--- src/pkg/cqd_pkg.sv ---
// Constants of the flash query database: word offsets, stored bytes and widths.
// Assumes offsets are word addresses relative to the start of an erase block.
`default_nettype none

package cqd_pkg;

  // ----------------------------------------------------------------------
  // Bus widths
  // ----------------------------------------------------------------------
  localparam int unsigned ADDR_W      = 24;
  localparam int unsigned DATA_W      = 16;
  localparam int unsigned BYTE_W      = 8;
  // 32-KWord blocks: offset within a block is 15 bits wide
  localparam int unsigned BLK_OFF_W   = 15;
  localparam int unsigned QRY_OFF_W   = 8;

  // ----------------------------------------------------------------------
  // Word offsets of the database
  // ----------------------------------------------------------------------
  localparam logic [7:0] OFF_QUERY_ID_STRING      = 8'h10;
  localparam logic [7:0] OFF_PRIMARY_CMDSET       = 8'h13;
  localparam logic [7:0] OFF_PRIMARY_EXT_PTR      = 8'h15;
  localparam logic [7:0] OFF_ALTERNATE_CMDSET     = 8'h17;
  localparam logic [7:0] OFF_SECONDARY_EXT_PTR    = 8'h19;
  localparam logic [7:0] OFF_CORE_SUPPLY_MIN      = 8'h1b;
  localparam logic [7:0] OFF_CORE_SUPPLY_MAX      = 8'h1c;
  localparam logic [7:0] OFF_PROG_SUPPLY_MIN      = 8'h1d;
  localparam logic [7:0] OFF_PROG_SUPPLY_MAX      = 8'h1e;
  localparam logic [7:0] OFF_TYP_WORD_PROGRAM     = 8'h1f;
  localparam logic [7:0] OFF_TYP_BUFFER_WRITE     = 8'h20;
  localparam logic [7:0] OFF_TYP_BLOCK_ERASE      = 8'h21;
  localparam logic [7:0] OFF_TYP_CHIP_ERASE       = 8'h22;
  localparam logic [7:0] OFF_MAX_WORD_PROGRAM     = 8'h23;
  localparam logic [7:0] OFF_MAX_BUFFER_WRITE     = 8'h24;
  localparam logic [7:0] OFF_MAX_BLOCK_ERASE      = 8'h25;
  localparam logic [7:0] OFF_MAX_CHIP_ERASE       = 8'h26;
  localparam logic [7:0] OFF_DEVICE_SIZE_EXP      = 8'h27;
  localparam logic [7:0] OFF_BUS_INTERFACE_CODE   = 8'h28;

  // ----------------------------------------------------------------------
  // Stored values
  // ----------------------------------------------------------------------
  localparam logic [23:0] VAL_QUERY_ID_STRING     = 24'h595251;
  localparam logic [15:0] VAL_PRIMARY_EXT_PTR     = 16'h010a;
  localparam logic [15:0] VAL_ALTERNATE_CMDSET    = 16'h0000;
  localparam logic [15:0] VAL_SECONDARY_EXT_PTR   = 16'h0000;
  localparam logic [7:0]  VAL_CORE_SUPPLY_MIN     = 8'h17;
  localparam logic [7:0]  VAL_CORE_SUPPLY_MAX     = 8'h20;
  localparam logic [7:0]  VAL_PROG_SUPPLY_MIN     = 8'h85;
  localparam logic [7:0]  VAL_PROG_SUPPLY_MAX     = 8'h95;
  localparam logic [7:0]  VAL_TYP_WORD_PROGRAM    = 8'h08;
  localparam logic [7:0]  VAL_TYP_BUFFER_WRITE    = 8'h09;
  localparam logic [7:0]  VAL_TYP_BLOCK_ERASE     = 8'h0a;
  localparam logic [7:0]  VAL_TYP_CHIP_ERASE      = 8'h00;
  localparam logic [7:0]  VAL_MAX_WORD_PROGRAM    = 8'h01;
  localparam logic [7:0]  VAL_MAX_BUFFER_WRITE    = 8'h01;
  localparam logic [7:0]  VAL_MAX_BLOCK_ERASE     = 8'h02;
  localparam logic [7:0]  VAL_MAX_CHIP_ERASE      = 8'h00;
  localparam logic [15:0] VAL_BUS_INTERFACE_CODE  = 16'h0001;
  localparam logic [7:0]  VAL_UNMAPPED            = 8'h00;
  localparam logic [7:0]  VAL_UPPER_BYTE          = 8'h00;
  localparam logic [15:0] RST_DATA                = 16'h0000;

  // Defaults of top-level parameters
  // Arbitrary neutral code, not any vendor's assignment
  localparam logic [15:0] DEF_PRIMARY_CMDSET      = 16'h00a5;
  localparam logic [7:0]  DEF_DEVICE_SIZE_EXP     = 8'h17;

  // ----------------------------------------------------------------------
  // Read-cycle states
  // ----------------------------------------------------------------------
  typedef enum logic [1:0] {
    CQD_IDLE  = 2'b01,
    CQD_DRIVE = 2'b10
  } cqd_state_e;

endpackage

`default_nettype wire

--- src/logic/cqd_query_database.sv ---
// Read-only query database of a 16-bit parallel flash, behind its read pins.
// Assumes the command decoder raises queryMode; pins are synchronous to clk.
//
// Function
// [RL1] Offsets 10h-12h return ASCII Q, R, Y as the identification string.
// [RL2] Offsets 13h-14h return the two-byte primary command-set code.
// [RL3] Offsets 15h-16h return 0Ah and 01h, pointer to extended table.
// [RL4] Offsets 17h-18h return zero: no alternate command set exists.
// [RL5] Offsets 19h-1Ah return zero: no secondary extended table exists.
// [RL6] Offsets 1Bh-1Ch return core supply voltages 17h and 20h.
// [RL7] Offsets 1Dh-1Eh return programming supply voltages 85h and 95h.
// [RL8] Offsets 1Fh and 20h return typical program exponents 08h and 09h.
// [RL9] Offset 21h returns 0Ah block erase; 22h returns 00h, no chip erase.
// [RL10] Offsets 23h-26h return maximum factors 01h, 01h, 02h, 00h.
// [RL11] Offset 27h returns device size exponent, set by density.
// [RL12] Offsets are taken relative to each block's base address.
// [RL13] Only the low data byte carries data; upper byte is always 00h.
// [RL14] Multi-byte fields put least significant byte at lowest offset.
// [RL15] Contents constant and read-only; answered only while in query mode.
`timescale 1ns/10ps
`default_nettype none

module cqd_query_database #(
  parameter logic [15:0] PRIMARY_CMDSET  = cqd_pkg::DEF_PRIMARY_CMDSET,
  parameter logic [7:0]  DEVICE_SIZE_EXP = cqd_pkg::DEF_DEVICE_SIZE_EXP
) (
  input  wire logic                        clk,
  input  wire logic                        rst_n,
  input  wire logic                        queryMode,
  input  wire logic                        chipEnable_n,
  input  wire logic                        outputEnable_n,
  input  wire logic [cqd_pkg::ADDR_W-1:0]  address,
  output var  logic [cqd_pkg::DATA_W-1:0]  dataOut,
  output var  logic                        dataOe_n
);
  import cqd_pkg::*;

  // ----------------------------------------------------------------------
  // Byte lookup
  // ----------------------------------------------------------------------
  // Function so the constant table stays in one place
  function automatic logic [BYTE_W-1:0] queryByte(
    input logic [BLK_OFF_W-1:0] blockOffset
  );
    logic [BYTE_W-1:0] b;
    b = VAL_UNMAPPED;
    // Upper offset bits must be zero; anything else is outside the table
    if (blockOffset[BLK_OFF_W-1:QRY_OFF_W] == '0) begin
      unique case (blockOffset[QRY_OFF_W-1:0])
        OFF_QUERY_ID_STRING:          b = VAL_QUERY_ID_STRING[7:0];    // RL1
        OFF_QUERY_ID_STRING + 8'h01:  b = VAL_QUERY_ID_STRING[15:8];   // RL1
        OFF_QUERY_ID_STRING + 8'h02:  b = VAL_QUERY_ID_STRING[23:16];  // RL1
        OFF_PRIMARY_CMDSET:           b = PRIMARY_CMDSET[7:0];         // RL2
        OFF_PRIMARY_CMDSET + 8'h01:   b = PRIMARY_CMDSET[15:8];        // RL14
        OFF_PRIMARY_EXT_PTR:          b = VAL_PRIMARY_EXT_PTR[7:0];    // RL3
        OFF_PRIMARY_EXT_PTR + 8'h01:  b = VAL_PRIMARY_EXT_PTR[15:8];   // RL3
        OFF_ALTERNATE_CMDSET:         b = VAL_ALTERNATE_CMDSET[7:0];   // RL4
        OFF_ALTERNATE_CMDSET + 8'h01: b = VAL_ALTERNATE_CMDSET[15:8];  // RL4
        OFF_SECONDARY_EXT_PTR:        b = VAL_SECONDARY_EXT_PTR[7:0];  // RL5
        OFF_SECONDARY_EXT_PTR + 8'h01: b = VAL_SECONDARY_EXT_PTR[15:8]; // RL5
        OFF_CORE_SUPPLY_MIN:          b = VAL_CORE_SUPPLY_MIN;         // RL6
        OFF_CORE_SUPPLY_MAX:          b = VAL_CORE_SUPPLY_MAX;         // RL6
        OFF_PROG_SUPPLY_MIN:          b = VAL_PROG_SUPPLY_MIN;         // RL7
        OFF_PROG_SUPPLY_MAX:          b = VAL_PROG_SUPPLY_MAX;         // RL7
        OFF_TYP_WORD_PROGRAM:         b = VAL_TYP_WORD_PROGRAM;        // RL8
        OFF_TYP_BUFFER_WRITE:         b = VAL_TYP_BUFFER_WRITE;        // RL8
        OFF_TYP_BLOCK_ERASE:          b = VAL_TYP_BLOCK_ERASE;         // RL9
        OFF_TYP_CHIP_ERASE:           b = VAL_TYP_CHIP_ERASE;          // RL9
        OFF_MAX_WORD_PROGRAM:         b = VAL_MAX_WORD_PROGRAM;        // RL10
        OFF_MAX_BUFFER_WRITE:         b = VAL_MAX_BUFFER_WRITE;        // RL10
        OFF_MAX_BLOCK_ERASE:          b = VAL_MAX_BLOCK_ERASE;         // RL10
        OFF_MAX_CHIP_ERASE:           b = VAL_MAX_CHIP_ERASE;          // RL10
        OFF_DEVICE_SIZE_EXP:          b = DEVICE_SIZE_EXP;             // RL11
        OFF_BUS_INTERFACE_CODE:       b = VAL_BUS_INTERFACE_CODE[7:0];
        OFF_BUS_INTERFACE_CODE + 8'h01: b = VAL_BUS_INTERFACE_CODE[15:8]; // RL14
        default:                      b = VAL_UNMAPPED;
      endcase
    end
    return b;
  endfunction

  // ----------------------------------------------------------------------
  // Read-cycle control
  // ----------------------------------------------------------------------
  cqd_state_e state;
  cqd_state_e next_state;
  logic       readActive;

  // No writes reach this table; only a qualified read drives the pins
  assign readActive = queryMode && !chipEnable_n && !outputEnable_n;  // RL15

  always_comb begin
    next_state = state;
    unique case (state)
      CQD_IDLE:  if (readActive) next_state = CQD_DRIVE;
      CQD_DRIVE: if (!readActive) next_state = CQD_IDLE;
      default:   next_state = CQD_IDLE;
    endcase
  end

  always_ff @(posedge clk or negedge rst_n) begin
    if (!rst_n) begin
      state <= CQD_IDLE;
    end else begin
      state <= next_state;
    end
  end

  // Enable follows the next state so it lines up with the registered data
  always_ff @(posedge clk or negedge rst_n) begin
    if (!rst_n) begin
      dataOe_n <= 1'b1;
    end else begin
      dataOe_n <= (next_state != CQD_DRIVE);
    end
  end

  // ----------------------------------------------------------------------
  // Data path
  // ----------------------------------------------------------------------
  // Address tracked every cycle while driving, so address changes inside
  // one output-enable window read as new words, as on a real async part
  always_ff @(posedge clk or negedge rst_n) begin
    if (!rst_n) begin
      dataOut <= RST_DATA;
    end else if (readActive) begin
      // Block base bits above the offset are ignored
      dataOut <= {VAL_UPPER_BYTE,                                   // RL13
                  queryByte(address[BLK_OFF_W-1:0])};               // RL12
    end else begin
      dataOut <= RST_DATA;
    end
  end

endmodule

`default_nettype wire

--- config.mk ---
export PLATFORM = sky130hd
export DESIGN_NAME = cqd_query_database
export DESIGN_NICKNAME = d
export VERILOG_FILES = /design/src/pkg/cqd_pkg.sv /design/src/logic/cqd_query_database.sv
export SDC_FILE = /design/constraint.sdc
export NUM_CORES = 1
export LEC_CHECK = 0
export BUFFER_PORTS_ARGS = -buffer_cell sky130_fd_sc_hd__buf_2
export CORE_MARGIN = 2
export CORE_UTILIZATION = 40
export DETAILED_ROUTE_END_ITERATION = 7
export PLACE_DENSITY_LB_ADDON = 0.12
export SETUP_SLACK_MARGIN = 0.1
export SLEW_MARGIN = 20
export SYNTH_ARGS = -nofsm -noshare
export SYNTH_HDL_FRONTEND = slang
export SYNTH_SLANG_ARGS = --single-unit
--- constraint.sdc ---
create_clock -name clk -period 1.9 [get_ports clk]
set_clock_uncertainty 0.15 [all_clocks]
set_input_delay 0.285 -clock clk [delete_from_list [all_inputs] [get_ports clk]]
set_output_delay 0.285 -clock clk [all_outputs]
set_load 0.01 [all_outputs]
# --- Yosys cells after proc, flatten, opt, wreduce, memory -nomap -nowiden ---
# Memory sizes are Yosys's and may differ from the RTL's.
# Cells that the tools add are included.
totals:
  romBits: 512
  mem_count: 1
  out_inout_bits: 17
  reg_bits: 19
  inputBits: 29
mem_list:
  columns: ["name", "depth", "word_bits", "rd", "rd_ports_with_merged_regs", "write_ports", "line_no", "rtl"]
  rows:
  - ["(no name shown)", 64, 8, 1, 0, 0, "cqd_query_database.sv:49", "unique case (blockOffset[QRY_OFF_W-1:0])"]
op_classes:
  mux: 6
  n_eq_ne: 3
  n_reduce_logical: 6
ops:
  columns: ["operator", "count"]
  rows:
  - ["$mux W8", 3]
  - ["$logic_not A7 Y1", 1]
  - ["$mux W2", 2]
  - ["$pmux W2 S2", 1]
  - ["$eq A2 B1 Y1 const B", 1]
  - ["$eq A2 B2 Y1 const B", 1]
  - ["$logic_and A1 B1 Y1", 2]
  - ["$logic_not A1 Y1", 2]
  - ["$logic_not A2 Y1", 1]
  - ["$ne A2 B2 Y1 const B", 1]

# --- Logic depth before layout (Yosys ltp) ---
depth:
  ltp_word: 6
  mapped_depth: 5

# --- Worst setup path after synthesis ---
# No wires, ideal clock.
synth_timing:
  path_kind: "flip-flop to flip-flop"
  start: "reg state[0]"
  end: "reg dataOe_n"
  t_arrival_ns: 1.204
  path_slack_ns: 0.486
  t_required_ns: 1.691
  path_stages_with_launch: 6
  path_buffers: 0
  setup_time_ns: 0.059
  cell_sequence: "dfstp_2 inv_1 ha_1 and2_1 o211ai_1 a21o_1"
synth_between:
  elab_chain_len: 3
  word_cells_on_any_way: 6
  cone_classes: "eq/ne (3); mux (3)"
synth_rtl:
  columns: ["item", "line_no", "rtl"]
  rows:
  - ["start, declared", "cqd_query_database.sv:85", "cqd_state_e state;"]
  - ["start signal, assigned", "cqd_query_database.sv:105", "state <= next_state;"]
  - ["$eq A2 B2 Y1, or another cell as far along", "cqd_query_database.sv:94", "unique case (state)"]
  - ["$pmux W2 S2 (*)", "cqd_query_database.sv:94", null]
  - ["$ne A2 B2 Y1 (*)", "cqd_query_database.sv:114", "dataOe_n <= (next_state != CQD_DRIVE);"]
  - ["end signal, assigned", "cqd_query_database.sv:114", null]
  - ["end, declared", "cqd_query_database.sv:34", "output var logic dataOe_n"]
# Mark *: on every way between the ends. The rest lies on a longest branch, timed or not.

# --- Worst setup path in the final report ---
# Ends and elaborated chain as after synthesis.

==> impl_metrics.py <==
metrics = {
    "clock_tree": {
        "cts_tree": "yes",
        "cts_resized": 0,
        "htree_levels": 1,
        "clkLatencyLatePin_ps": 250,
        "postCtsHoldBufs": 1,
        "cts_setup_buffers": 0,
        "cts_root_buffer": "clkbuf_4",
        "cts_sinks": 11,
        "clk_path_buf_depth": 2,
        "cts_buffers": 3,
        "clk_pin_slew_worst_paths_ps": 60,
    },
    "yosys": {
        "synth_cells": 93,
        "ys_seq_area_share_pct": 32.2,
        "synth.avg_cell_area_sq_um": 9.27,
        "ys_ff_latch": 11,
        "yosys.area.top_type_share_pct": 26.1,
        "synthTopCellsByArea": "dfrtp_1 26%, ha_1 12%, buf_4 7.0%",
        "synth.distinct_cells": 35,
        "synth_top_area_cell": "dfrtp_1",
        "synth_area_sq_um": 862,
        "yosys_warnings": 0,
    },
    "outcome": {
        "status": "complete, no violations",
    },
    "floorplan": {
        "die_x_um": 50.4,
        "die_y_um": 50.4,
        "die-area_sq_um": 2540,
        "initial_core_util_pct": 43.1,
        "core-area_sq_um": 2000,
        "io_pins": 46,
        "rows": 16,
    },
    "timing": {
        "maxClockFrequency_ghz": 0.665,
        "setup_viol": 0,
        "fin_crit_sh_pct": 79.2,
        "fin_crit_ps": 1500,
        "rsz0062_at_grt": "no",
        "final.setup.tns_ps": 0,
        "hold_viol_final": 0,
        "slew_violations": 0,
        "worst_slack_ps": 396,
    },
    "critical_path": {
        "critPathCaptureType": "register",
        "worst_ep_arrival_time_ps": 1550,
        "cp_max_fo": 4,
        "max_stage_delay_ps": 550,
        "rrSetupSlack_ps": 400,
        "crit_chain": "inv_1, ha_1, and2_1, o211ai_1, a21o_1",
        "reg2reg_depth": 5,
        "cp_num_buf_inv": 1,
        "path_class": "register to register",
        "regToRegEndpoint": "dataOe_n",
        "reg2reg_from": "state[0]",
        "required_ps": 1950,
        "critical-path-top-delay-family": "flip-flops",
        "critPathLaunchType": "register",
        "slowest_stage": "dfstp_2",
    },
    "global_route": {
        "antenna_found_initial": 0,
        "track_usage_pct": 12.6,
        "grt_max_degree": 17,
        "grt_pass1_vias": 632,
        "gr-total-overflow": 0,
        "grt_pass1_wl_um": 2560,
    },
    "place": {
        "post_dp_cell_area_sq_um": 986,
        "pre_cts_slack_ps": 279,
        "gp_congestion": 0.794,
        "io_buffers": 28,
        "dpl.cell_count": 145,
        "hpwl_um": 1240,
    },
    "finish": {
        "syn2layout_area_growth_pct": 18.6,
        "fin_nets": 161,
        "antenna_cells": 0,
        "seq_area_sq_um": 278,
        "stdcell_area_sq_um": 1020,
        "layoutNonFillerInstCount": 150,
        "fillCellCount": 195,
        "multi_input_area_sq_um": 519,
        "drive_above_1_share_pct": 33.3,
    },
    "detailed_routing": {
        "routed_via_density": 4.67,
        "drt_pre_antenna_iters": 4,
        "vias": 700,
        "wl_per_cell_um": 9.65,
        "routed_wl_um": 1450,
        "antenna_left": 0,
        "drc": 0,
        "drtIter0Drc": 10,
    },
    "hold_path": {
        "hold_path_end": "state[1]",
        "hp-class": "input port to register",
        "worstHoldPathCells": 4,
        "hold_path.startpoint": "outputEnable_n",
    },
    "power_and_ir_drop": {
        "p_leak_uw": 0.000517,
        "power_density_nw_per_um2": 608,
        "vdd_drop_max_v": 0.000243,
    },
    "job": {
        "cap_violations": 0,
    },
}
## stage by stage
| step | hold WS [ps] | power, uW | util, % |
|---|---|---|---|
| after floorplan | -161 | 436 | - |
| after global placement | 4.83 | 479 | 49.3 |
| after detailed placement | 3.70 | 484 | 49.3 |
| after CTS | 194 | 629 | 51.1 |
| after global routing | 230 | 683 | 51.1 |
| final | 200 | 621 | 51.1 |
## worst max-delay path by stage
stage / from / endpoint / depth (start not counted)
after global routing: state[0] / dataOe_n / 5
after detailed placement: address[1] / dataOut[0] / 6
after CTS: state[0] / dataOe_n / 5
final: state[0] / dataOe_n / 5
after global placement: address[0] / dataOut[3] / 5
after floorplan: state[0] / dataOe_n / 5
## tightest hold or removal path, delay by kind of cell
family	cells	cell delay (ps)
simple gates	2	120
buf+inv	1	100
compound gates	1	60
## registers in the layout, indices dropped and copies added, names as in the netlist
signal / count
dataOut: 8
state: 2
dataOe_n: 1
## area by class of cell
cell class	count	area share, %
Multi-Input combinational cell	75	50.8
Timing Repair Buffer	29	14.7
Clock buffer	4	2.57
Tap cell	27	3.30
Inverter	4	1.47
Sequential cell	11	27.2
## cells in the final DEF (no fill, tap or decap), types with 3 or more instances in the layout
cell type	netlist	layout
a21oi_1	5	5
buf_2	1	28
clkbuf_4	0	3
conb_1	1	8
dfrtp_1	9	9
ha_1	8	8
inv_1	4	4
mux2_2	3	3
nand2_1	5	5
nor2_1	5	5
nor2b_1	5	5
nor3_1	4	4
nor3b_1	3	3
o21ai_0	5	5
## power by group
group | leakage, uW | total (uW) | switching (uW) | internal (uW)
Combinational | 0.000356 | 198 | 107 | 90.7
Clock | 0.0000150 | 142 | 61.2 | 80.6
Sequential | 0.000147 | 282 | 16.7 | 265
## kinds of logic after synthesis
| kind of cell | after synthesis | synth area share [%] |
|---|---|---|
| other cells | 1 | 0.435 |
| simple gates | 37 | 27.1 |
| flops | 11 | 32.2 |
| mux | 3 | 3.92 |
| buf+inv | 14 | 10.6 |
| fa+ha+maj | 8 | 11.6 |
| compound gates | 19 | 14.1 |
## routing by layer
layer  vias to the layer above  global-route usage, %  share of wire [%]
met2                        21                   22.6                 46
met5                         -                      0                  0
met3                         0                  0.893                4.8
met4                         0                   4.05                  0
met1                       307                   16.1                 49
li1                        372                      -                  -
## synthesized netlist by cell type (all sizes together)
| library cell | count |
|---|---|
| and2 | 1 |
| nand4 | 1 |
| inv | 4 |
| and3b | 2 |
| mux2 | 3 |
| a31oi | 2 |
| nor3 | 4 |
| a221o | 1 |
| o211ai | 1 |
| a21o | 1 |
| nor2b | 5 |
| a21oi | 6 |
| dfrtp | 9 |
| a211o | 2 |
| nor4 | 2 |
| and3 | 1 |
| nor2 | 5 |
| dfstp | 2 |
| nand2 | 6 |
| ha | 8 |
| buf | 10 |
| nand2b | 1 |
| nand3 | 2 |
| conb | 1 |
| a211oi | 1 |
| nor3b | 4 |
| or2 | 2 |
| o21ai | 5 |
| and2b | 1 |
(Power assumes the default switching activity.)
